$ cat config.mk
export PLATFORM = sky130hd
export DESIGN_NAME = tma_monitor
export DESIGN_NICKNAME = d
export VERILOG_FILES = /design/src/rtl/tma_pkg.sv /design/src/rtl/tma_sync.sv /design/src/rtl/tma_converter.sv /design/src/rtl/tma_monitor.sv
export SDC_FILE = /design/constraint.sdc
export NUM_CORES = 1
export LEC_CHECK = 0
export ABC_AREA = 0
export BUFFER_PORTS_ARGS = -buffer_cell sky130_fd_sc_hd__buf_2
export CELL_PAD_IN_SITES_DETAIL_PLACEMENT = 0
export CELL_PAD_IN_SITES_GLOBAL_PLACEMENT = 1
export CORE_MARGIN = 4
export CORE_UTILIZATION = 27
export CTS_BUF_LIST = sky130_fd_sc_hd__clkbuf_4 sky130_fd_sc_hd__clkbuf_8
export CTS_CLUSTER_SIZE = 12
export DETAILED_ROUTE_END_ITERATION = 10
export PLACE_DENSITY_LB_ADDON = 0.1
export SLEW_MARGIN = 5
export SYNTH_ARGS = -nofsm -noshare
export SYNTH_HDL_FRONTEND = slang
export SYNTH_SLANG_ARGS = --single-unit
$ cat constraint.sdc
create_clock -name sys_clk -period 2.9 [get_ports sys_clk]
set_input_delay 0.435 -clock sys_clk [delete_from_list [all_inputs] [get_ports sys_clk]]
set_output_delay 0.435 -clock sys_clk [all_outputs]
set_load 0.01 [all_outputs]
$ cat src/rtl/tma_pkg.sv
package tma_pkg;
  // Register selection values.
  localparam logic [1:0] TMA_SEL_RESULT = 2'h0;
  localparam logic [1:0] TMA_SEL_SETTINGS = 2'h1;
  localparam logic [1:0] TMA_SEL_RELEASE = 2'h2;
  localparam logic [1:0] TMA_SEL_TRIP = 2'h3;
  // Reset values.
  localparam logic [7:0] TMA_SETTINGS_RST = 8'h00;
  localparam logic [15:0] TMA_RELEASE_RST = 16'h4B00;
  localparam logic [15:0] TMA_TRIP_RST = 16'h5000;
  localparam logic [1:0] TMA_SEL_RST = 2'h0;
  // Settings field positions.
  localparam int TMA_BIT_SHUTDOWN = 0;
  localparam int TMA_BIT_STYLE = 1;
  localparam int TMA_BIT_POL = 2;
  localparam int TMA_BIT_FQ_LO = 3;
  // Fixed upper part of the slave address.
  localparam logic [3:0] TMA_ADDR_FIXED = 4'h9;
  // Timing.
  localparam int TMA_CLK_HZ = 100_000_000;
  localparam int TMA_PERIOD_MS = 100;
  localparam int TMA_CONV_MS = 10;
  localparam int TMA_STUCK_MS = 50;
  localparam int TMA_PERIOD_CYC = TMA_CLK_HZ / 1000 * TMA_PERIOD_MS;
  localparam int TMA_CONV_CYC = TMA_CLK_HZ / 1000 * TMA_CONV_MS;
  localparam int TMA_STUCK_CYC = TMA_CLK_HZ / 1000 * TMA_STUCK_MS;

  typedef struct packed {
    logic [1:0] fault_count_select;
    logic alarm_polarity;
    logic alarm_style_select;
    logic shutdown;
  } tma_settings_t;

  typedef struct packed {
    logic start;
    logic stop;
    logic scl;
    logic sda;
  } tma_line_t;
endpackage : tma_pkg

$ cat src/rtl/tma_sync.sv
`timescale 1ns/10ps
`default_nettype none
// Two-flop synchroniser for one pin.
module tma_sync (
  // Clock and reset
  input wire logic sys_clk,
  input wire logic rst,
  // Pin and result
  input wire logic pin,
  output logic sync
);
  logic meta;

  always_ff @(posedge sys_clk) begin
    if (rst) begin
      meta <= 1'b1;
      sync <= 1'b1;
    end else begin
      meta <= pin;
      sync <= meta;
    end
  end
endmodule : tma_sync
`default_nettype wire

$ cat src/rtl/tma_converter.sv
`timescale 1ns/10ps
`default_nettype none
// Conversion scheduler: busy for the conversion time, then idle to the
// end of the period. The sample is captured when busy ends.
module tma_converter #(
  parameter int PERIOD_CYC = tma_pkg::TMA_PERIOD_CYC,
  parameter int CONV_CYC = tma_pkg::TMA_CONV_CYC
) (
  // Clock and reset
  input wire logic sys_clk,
  input wire logic rst,
  // Control
  input wire logic run,
  input wire logic [10:0] sample,
  // Result
  output logic busy,
  output logic done,
  output logic [10:0] result
);
  import tma_pkg::*;
  logic [31:0] cnt;
  logic run_q;

  always_ff @(posedge sys_clk) begin
    if (rst) begin
      cnt <= 32'h0;
      run_q <= 1'b0;
      busy <= 1'b0;
      done <= 1'b0;
      result <= 11'h000;
    end else begin
      run_q <= run;
      done <= 1'b0;
      if (!run) begin
        busy <= 1'b0;
        cnt <= 32'h0;
      end else if (!run_q || cnt == 32'(PERIOD_CYC - 1)) begin
        // Start right away when entering normal mode, and every period.
        busy <= 1'b1;
        cnt <= 32'h0;
      end else begin
        cnt <= cnt + 32'h1;
        if (busy && cnt == 32'(CONV_CYC - 1)) begin
          busy <= 1'b0;
          done <= 1'b1;
          result <= sample;
        end
      end
    end
  end
endmodule : tma_converter
`default_nettype wire

$ cat src/rtl/tma_monitor.sv
`timescale 1ns/10ps
`default_nettype none
module tma_monitor #(
  parameter int PERIOD_CYC = tma_pkg::TMA_PERIOD_CYC,
  parameter int CONV_CYC = tma_pkg::TMA_CONV_CYC,
  parameter int STUCK_CYC = tma_pkg::TMA_STUCK_CYC
) (
  // Clock and reset
  input wire logic sys_clk,
  input wire logic rst,
  // Two-wire bus pins
  input wire logic scl_in,
  input wire logic sda_in,
  output logic sda_out,
  output logic sda_oe,
  // Address straps
  input wire logic addr_strap_hi,
  input wire logic addr_strap_mid,
  input wire logic addr_strap_lo,
  // Sensor front end
  input wire logic [10:0] sensor_sample,
  output logic converter_busy,
  // Alarm pin, open drain
  output logic alarm_output,
  output logic alarm_oe
);
  import tma_pkg::*;

  typedef enum logic [2:0] {
    TMA_IDLE = 3'b000,
    TMA_ADDR = 3'b001,
    TMA_ACK = 3'b011,
    TMA_RX = 3'b010,
    TMA_TX = 3'b110,
    TMA_MACK = 3'b111,
    TMA_SKIP = 3'b101
  } tma_state_t;

  tma_settings_t settings;
  logic [15:0] release_threshold;
  logic [15:0] trip_threshold;
  logic [15:0] temperature_result;
  logic [1:0] sel;
  logic [10:0] conv_result;
  logic conv_done;
  logic scl_s, sda_s, scl_q, sda_q;
  tma_line_t line;
  tma_state_t state;
  logic [3:0] bitcnt;
  logic [7:0] shreg;
  logic [1:0] bytecnt;
  logic is_read;
  logic [15:0] txword;
  logic [6:0] my_addr;
  logic [31:0] stuck_cnt;
  logic stuck;
  logic reg_read;
  logic alarm;
  logic want_release;
  logic [2:0] fault_cnt;
  logic [2:0] need;
  logic shut_q;
  logic [7:0] rx_byte;
  logic rx_stb;
  logic [2:0] strap_meta;
  logic signed [8:0] t9;
  logic fault;
  logic event_hit;
  logic clear_hit;

  tma_sync u_scl (.sys_clk(sys_clk), .rst(rst), .pin(scl_in), .sync(scl_s));
  tma_sync u_sda (.sys_clk(sys_clk), .rst(rst), .pin(sda_in), .sync(sda_s));

  // The converter runs on its own schedule; bus traffic touches it only through the shutdown setting.
  tma_converter #(.PERIOD_CYC(PERIOD_CYC), .CONV_CYC(CONV_CYC)) u_conv (
    .sys_clk(sys_clk),
    .rst(rst),
    .run(!settings.shutdown),
    .sample(sensor_sample),
    .busy(converter_busy),
    .done(conv_done),
    .result(conv_result)
  );

  always_ff @(posedge sys_clk) begin
    if (rst) begin
      scl_q <= 1'b1;
      sda_q <= 1'b1;
    end else begin
      scl_q <= scl_s;
      sda_q <= sda_s;
    end
  end

  always_comb begin
    line.scl = scl_s;
    line.sda = sda_s;
    line.start = scl_s && scl_q && sda_q && !sda_s;
    line.stop = scl_s && scl_q && !sda_q && sda_s;
  end

  // Straps are pins: two flops stand before the address compare.
  always_ff @(posedge sys_clk) begin
    if (rst) begin
      strap_meta <= 3'b000;
      my_addr <= {TMA_ADDR_FIXED, 3'b000};
    end else begin
      strap_meta <= {addr_strap_hi, addr_strap_mid, addr_strap_lo};
      my_addr <= {TMA_ADDR_FIXED, strap_meta};
    end
  end

  // Bus-stuck watchdog on the data line.
  always_ff @(posedge sys_clk) begin
    if (rst) begin
      stuck_cnt <= 32'h0;
      stuck <= 1'b0;
    end else begin
      stuck <= 1'b0;
      if (line.sda) begin
        stuck_cnt <= 32'h0;
      end else if (stuck_cnt == 32'(STUCK_CYC - 1)) begin
        stuck <= 1'b1;
        stuck_cnt <= 32'h0;
      end else begin
        stuck_cnt <= stuck_cnt + 32'h1;
      end
    end
  end

  always_comb begin
    case (sel)
      TMA_SEL_RESULT: txword = temperature_result;
      TMA_SEL_SETTINGS: txword = {3'b000, settings, 8'h00};
      TMA_SEL_RELEASE: txword = release_threshold;
      default: txword = trip_threshold;
    endcase
  end

  // Slave state machine; bits sampled on SCL rise, driven after SCL fall.
  always_ff @(posedge sys_clk) begin
    if (rst || stuck || line.start || line.stop) begin
      state <= (line.start && !rst && !stuck) ? TMA_ADDR : TMA_IDLE;
      bitcnt <= 4'h0;
      bytecnt <= 2'h0;
      shreg <= 8'h00;
      is_read <= 1'b0;
      sda_oe <= 1'b0;
      rx_stb <= 1'b0;
      rx_byte <= 8'h00;
      reg_read <= 1'b0;
    end else begin
      rx_stb <= 1'b0;
      reg_read <= 1'b0;
      if (line.scl && !scl_q) begin
        case (state)
          TMA_ADDR, TMA_RX: begin
            shreg <= {shreg[6:0], line.sda};
            bitcnt <= bitcnt + 4'h1;
          end
          TMA_MACK: begin
            state <= line.sda ? TMA_SKIP : TMA_TX;
          end
          default: begin
          end
        endcase
      end else if (!line.scl && scl_q) begin
        case (state)
          TMA_ADDR: begin
            if (bitcnt == 4'h8) begin
              bitcnt <= 4'h0;
              if (shreg[7:1] == my_addr) begin
                is_read <= shreg[0];
                state <= TMA_ACK;
                sda_oe <= 1'b1;
              end else begin
                state <= TMA_SKIP;
              end
            end
          end
          TMA_RX: begin
            if (bitcnt == 4'h8) begin
              bitcnt <= 4'h0;
              rx_byte <= shreg;
              // Written bytes are counted so the select byte stays apart.
              if (bytecnt != 2'h3) bytecnt <= bytecnt + 2'h1;
              rx_stb <= 1'b1;
              state <= TMA_ACK;
              sda_oe <= 1'b1;
            end
          end
          TMA_ACK: begin
            if (is_read) begin
              state <= TMA_TX;
              reg_read <= 1'b1;
              sda_oe <= !txword[15];
              shreg <= txword[14:7];
              bitcnt <= 4'h1;
            end else begin
              state <= TMA_RX;
              sda_oe <= 1'b0;
            end
          end
          TMA_TX: begin
            if (bitcnt == 4'h8) begin
              state <= TMA_MACK;
              sda_oe <= 1'b0;
              bytecnt <= bytecnt + 2'h1;
              bitcnt <= 4'h0;
            end else begin
              sda_oe <= !shreg[7];
              shreg <= {shreg[6:0], 1'b0};
              bitcnt <= bitcnt + 4'h1;
            end
          end
          TMA_MACK: begin
          end
          default: begin
            sda_oe <= 1'b0;
          end
        endcase
        if (state == TMA_MACK) begin
          sda_oe <= 1'b0;
        end
      end
      // Second byte of the word, then the word repeats.
      if (state == TMA_MACK && line.scl && !scl_q && !line.sda) begin
        shreg <= bytecnt[0] ? txword[7:0] : txword[15:8];
        bitcnt <= 4'h0;
      end
    end
  end

  assign sda_out = 1'b0;

  // Register writes: first byte selects, then high byte, then low byte.
  always_ff @(posedge sys_clk) begin
    if (rst) begin
      settings <= tma_settings_t'(TMA_SETTINGS_RST[4:0]);
      release_threshold <= TMA_RELEASE_RST;
      trip_threshold <= TMA_TRIP_RST;
      sel <= TMA_SEL_RST;
    end else if (rx_stb) begin
      if (bytecnt == 2'h1) begin
        sel <= rx_byte[1:0];
      end else if (sel == TMA_SEL_SETTINGS) begin
        if (bytecnt == 2'h2) begin
          settings <= tma_settings_t'(rx_byte[4:0]);
        end
      end else if (sel == TMA_SEL_RELEASE) begin
        if (bytecnt == 2'h2) release_threshold[15:8] <= rx_byte;
        else release_threshold[7:0] <= rx_byte & 8'h80;
      end else if (sel == TMA_SEL_TRIP) begin
        if (bytecnt == 2'h2) trip_threshold[15:8] <= rx_byte;
        else trip_threshold[7:0] <= rx_byte & 8'h80;
      end
    end
  end

  always_ff @(posedge sys_clk) begin
    if (rst) begin
      temperature_result <= 16'h0000;
    end else if (conv_done) begin
      temperature_result <= {conv_result, 5'b00000};
    end
  end

  always_comb begin
    case (settings.fault_count_select)
      2'h0: need = 3'd1;
      2'h1: need = 3'd2;
      2'h2: need = 3'd4;
      default: need = 3'd6;
    endcase
  end

  // Alarm decision at the end of each normal-mode conversion.
  always_comb begin
    t9 = signed'(conv_result[10:2]);
    if (want_release) begin
      fault = t9 < signed'(release_threshold[15:7]);
    end else begin
      fault = t9 > signed'(trip_threshold[15:7]);
    end
    event_hit = conv_done && fault && (fault_cnt + 3'h1 >= need);
    clear_hit = settings.alarm_style_select &&
                (reg_read || (settings.shutdown && !shut_q));
  end

  // A new event wins over a clear that falls in the same cycle.
  always_ff @(posedge sys_clk) begin
    if (rst) begin
      alarm <= 1'b0;
      want_release <= 1'b0;
      fault_cnt <= 3'h0;
      shut_q <= 1'b0;
    end else begin
      shut_q <= settings.shutdown;
      if (conv_done) begin
        if (!fault || event_hit) begin
          fault_cnt <= 3'h0;
        end else begin
          fault_cnt <= fault_cnt + 3'h1;
        end
      end
      if (event_hit) begin
        want_release <= !want_release;
        if (settings.alarm_style_select) alarm <= 1'b1;
        else alarm <= !want_release;
      end else if (clear_hit) begin
        alarm <= 1'b0;
      end
    end
  end

  // Open-drain alarm: drive low when the pin level should be low.
  always_ff @(posedge sys_clk) begin
    if (rst) begin
      alarm_oe <= 1'b0;
    end else begin
      alarm_oe <= alarm ^ settings.alarm_polarity;
    end
  end

  assign alarm_output = 1'b0;
endmodule : tma_monitor
`default_nettype wire

# Word level (Yosys, flattened, before mapping)
# Cells that the tools add are included.
# op_classes
n_eq_ne,35
n_lt_le_gt_ge,3
addsub,5
n_mux,51
bitwise,11
reduce_logical,68
# op_table
operator,n
$add 32x1->32 const B,2
$mux 8,7
$pmux 16 s3,1
$eq 32x20->1 const B,1
$eq 32x23->1 const B,1
$eq 32x24->1 const B,1
$mux 3,10
$reduce_and 5->1,6
$mux 4,6
$reduce_and 6->1,4
$ne 4x4->1 const B,5
$logic_and 1x1->1,17
$mux 1,17
$pmux 8 s2,1
$logic_not 1->1,13
$ne 3x3->1 const B,4
$pmux 3 s4,1
$pmux 4 s3,1
$ne 2x2->1 const B,5
$not 1->1,10
$gt 9x9->1,1
$lt 9x9->1,1
$pmux 3 s3,1
$eq 2x2->1 const B,4
29 further kinds,53
# word_totals
ff_bits,167
out_inout_bits,5
input_bits,18
elab_cells,213

# Depth between registers and ports, before layout
# logic_depth
depth_word,7
ltp_mapped,10
depth_no_buf,8

# Cells and area by module
# Synthesis repeated with hierarchy kept, for this count alone.
# hier_totals
hier_cells,916
area_unflattened_um2,8075.2
# modules_own_cells
module,area_per_inst_um2,cells_each,instances,seq_area_each_um2
tma_monitor,5755.5,658,1,2292.2
tma_converter,2214.6,250,1,920.9
tma_sync,52.6,4,2,40.0

# Worst setup path before layout
# Ideal clock, no wire load.
# synth_path
path_kind,reg-to-reg
start,register stuck_cnt[2]
end,register stuck_cnt[29]
path_stages_with_launch,8
setup_time_ns,0.116
path_slack_ns,0.723
synth_period_minus_slack_ns,2.177
arrival_ns,2.062
n_path_buf,1
cell_sequence,dfxtp_1 -> nand4_2 -> or4_1 -> buf_2 -> or4_4 -> nor3_2 -> xnor2_1 -> nor2_2
# synth_between
elab_chain_len,2
# synth_lines
element,line_no,text
"start, declared",tma_monitor.sv:55,logic [31:0] stuck_cnt;
"start signal, assigned",tma_monitor.sv:126,stuck_cnt <= stuck_cnt + 32'h1;
branches (longest 2 deep; another with $add 32x1->32),n/a,
# Several ways; the timed one is not identified.
# A chain may end at the register's enable or synchronous reset.

# Final worst setup path
# layout_path
start,register scl_q
end,register bitcnt[1]
# layout_between
elab_chain_len,6
# layout_lines
element,line_no,text
"start, declared",tma_monitor.sv:46,"logic scl_s, sda_s, scl_q, sda_q;"
"start signal, assigned",tma_monitor.sv:90,scl_q <= scl_s;
branches (longest 6 deep; another with $reduce_and 5->1),n/a,
"end signal, assigned",tma_monitor.sv:159,bitcnt <= bitcnt + 4'h1;
"end signal, assigned",tma_monitor.sv:213,bitcnt <= bitcnt + 4'h1;
"end, declared",tma_monitor.sv:49,logic [3:0] bitcnt;
# Several ways; the timed one is not identified.

==> flow_summary.ini <==
[clock_network]
hold_buffers = 0
cts_buffers = 17
tritoncts = built
ctsResizeCount = 0
cts_root_buf = clkbuf_8
postCtsSetupBuffers = 0
clockBufferDepth = 2
cts-htree-levels = 4
cts.sinks = 163
clk_pin_slew_ns = 0.09
insertion_delay_ns = 0.46

[finish]
design_area_um2 = 8830
layout.nets = 979
area_growth_pct = 12.2
fillers = 3067
drive_gt1_frac = 0.0940
instances_no_fill = 1320
diodes = 0

[sta]
finClkSkew_ns = 0.0197
fmax_mhz = 407
fin_ws_ns = 0.442
slew_headroom = 0.523
period_share = 0.848
final_hold_viol_count = 0
rsz0062_at_grt = false
finalSetupViolations = 0
worst_slew_pin_slew_ns = 0.714
drv_slew = 0
setup_tns_ns = 0
fin_crit_ns = 2.46

[worst_setup_path]
timing.rr.end = bitcnt[1]
cp-end-kind = flip-flop
startpoint = scl_q
cp.required_ns = 3.28
reg2reg_depth = 7
r2r_start = scl_q
cp_max_fo = 11
worst-endpoint-arrival_ns = 2.84
critPathLaunchType = flip-flop
critPathCapture = bitcnt[1]
r2r_slack_ns = 0.44
critPathKind = reg2reg

[global_routing]
grtUsageTotal = 0.127
grt-ovfl-total = 0
grt_max_degree = 63
antenna_found_initial = 1
grt_pass1_wl_um = 32500
grt_pass1_vias = 6075

[synthesis]
synth_seq_cells = 163
post-synth-top-area-cell = dfxtp_1
netlist_instances = 913
ys.warnings.count = 0
synthTopCellsByArea = dfxtp_1 (41%), nor2_1 (7.9%), mux2i_1 (6.2%)
synth_top_family_by_area = simple AND/OR/NAND/NOR gates
synthArstFlopShare = 0
yosys.area_share.simple = 0.240
synth_area_um2 = 7870
synth-compound-area-share = 0.0990
yosys-mux-area-fraction = 0.0652
synth_adder_area_share = 0.0588
avgSynthCellArea_um2 = 8.62
synth_cell_types = 66
synth_xor_area_frac = 0.0723
synth_flop_cell = dfxtp_1
synth_top_area_frac = 0.407
yosysSeqAreaShare = 0.418
synth-edff-count = 3

[route]
vias_per_cell = 4.60
via_count = 6069
drt-pass1-iter-count = 4
ant_nets = 0
finalWirelength_um = 19200
wl_per_cell_um = 14.6
drc = 0
drtIter0Drc = 309

[floorplanning]
die_area_um2 = 32000
io_pins = 23
die-height_um = 179
start_util = 0.274
dieWidth_um = 179
fp.coreArea_um2 = 28700
fp-row-count = 62

[power]
intPower_w = 0.00321
switching_share = 0.237
p_clk_frac = 0.423
vdd_drop_max_mv = 0.273
power.switching_w = 0.000996
power.density_nw_per_um2 = 476
pwr-share-comb = 0.034
pwr-share-seq = 0.543
leakage_nw = 3.09

[outcome]
status = finished clean

[placement]
gp_congestion = 0.720
dp_cells = 1289
hpwl_um = 13600
pre_cts_slack_ns = 0.440
io_buffers = 20
placed_area_um2 = 8410

[min_path]
hp-start = scl_in
hp-class = in2reg

[run]
max_cap_viol_count = 0
## worst max-delay path, stage by stage (launching register included)
cell      delay (ns)
dfxtp_1         0.41
inv_1           0.06
ha_1            0.32
o21bai_1        0.22
a221oi_1        0.36
o221ai_1        0.34
or3b_2          0.52
a21oi_1         0.15
## power groups by stage
stage / clock network, W / logic [W] / registers (W)
2_1_floorplan: 0 / 0.000109 / 0.00232
3_3_place_gp: 0 / 0.000149 / 0.00234
3_5_place_dp: 0 / 0.000148 / 0.00234
4_1_cts: 0.00187 / 0.000148 / 0.00228
5_1_grt: 0.00194 / 0.000164 / 0.00229
6_report: 0.00178 / 0.000145 / 0.00228
## cells in the final DEF (no fill, tap or decap), drive strengths merged, types with 5 or more instances in the layout
cell / Yosys / routed
nor3: 28 / 28
nand2: 53 / 53
or3: 6 / 6
dfxtp: 160 / 160
clkbuf: 35 / 20
inv: 47 / 49
xnor2: 42 / 42
nor2b: 21 / 21
nor2: 167 / 167
clkinvlp: 0 / 5
a21oi: 40 / 40
a211o: 16 / 16
xor2: 23 / 23
nand4: 16 / 16
ha: 37 / 37
o21ai: 9 / 9
a221oi: 7 / 7
a222oi: 5 / 5
nor4: 12 / 12
mux2i: 49 / 49
a211oi: 6 / 6
nand2b: 9 / 9
and3: 8 / 8
or2: 7 / 7
buf: 9 / 35
nand3: 35 / 35
## cells in the mapped netlist (all sizes together), types with 3 or more instances
cell type	count
a211o	16
a211oi	6
a21o	3
a21oi	40
a221oi	7
a222oi	5
and2	4
and3	8
and4	4
buf	9
clkbuf	35
dfxtp	160
edfxtp	3
ha	37
inv	47
mux2i	49
nand2	53
nand2b	9
nand3	35
nand3b	3
nand4	16
nor2	167
nor2b	21
nor3	28
nor4	12
nor4b	4
o211ai	3
o21ai	9
o21bai	3
o22ai	3
or2	7
or3	6
or4	4
xnor2	42
xor2	23
## per-layer routing
metal / share of wire / track usage
met4: 0.0082 / 0.0278
met1: 0.50 / 0.176
met5: 0.0010 / 0
met2: 0.47 / 0.204
met3: 0.025 / 0.0266
## worst min-delay path by stage
stage	end	cells past startpoint
after floorplan	u_scl.sync	1
after global placement	u_sda.sync	1
after detailed placement	u_sda.sync	1
after CTS	u_scl.meta	2
after global routing	u_scl.meta	2
final	u_scl.meta	2
## cells by family after synthesis
group / count (synthesis)
XOR/XNOR: 65
flip-flops: 163
adder cells (fa/ha/maj): 37
AO/OA/AOI/OAI: 113
buffers and inverters: 92
other: 1
AND/OR/NAND/NOR: 391
multiplexers: 51
## registers in the layout (all words and copies together), names as in the netlist, 4 cells and up
name / cells
stuck_cnt: 32
u_conv.cnt: 32
temperature_result: 11
u_conv.result: 11
release_threshold: 9
trip_threshold: 9
rx_byte: 8
shreg: 8
settings: 5
bitcnt: 4
## stage by stage
| stage | power (W) | utilization | hold slack [ns] |
|---|---|---|---|
| floorplan | 0.00243 | - | 0.389 |
| global placement | 0.00249 | 0.293 | 0.398 |
| detailed placement | 0.00248 | 0.293 | 0.398 |
| CTS | 0.00430 | 0.308 | 0.131 |
| global route | 0.00439 | 0.308 | 0.123 |
| finish | 0.00420 | 0.308 | 0.162 |
## area by class of cell
type	instances	area, µm²	area share
Timing Repair Buffer	35	225	0.0255
Sequential cell	163	3290	0.373
Clock inverter	11	154	0.0174
Tap cell	384	480	0.0544
Inverter	48	180	0.0204
Clock buffer	20	263	0.0298
Multi-Input combinational cell	659	4230	0.480
No activity file was read; power rests on OpenSTA's default activity.
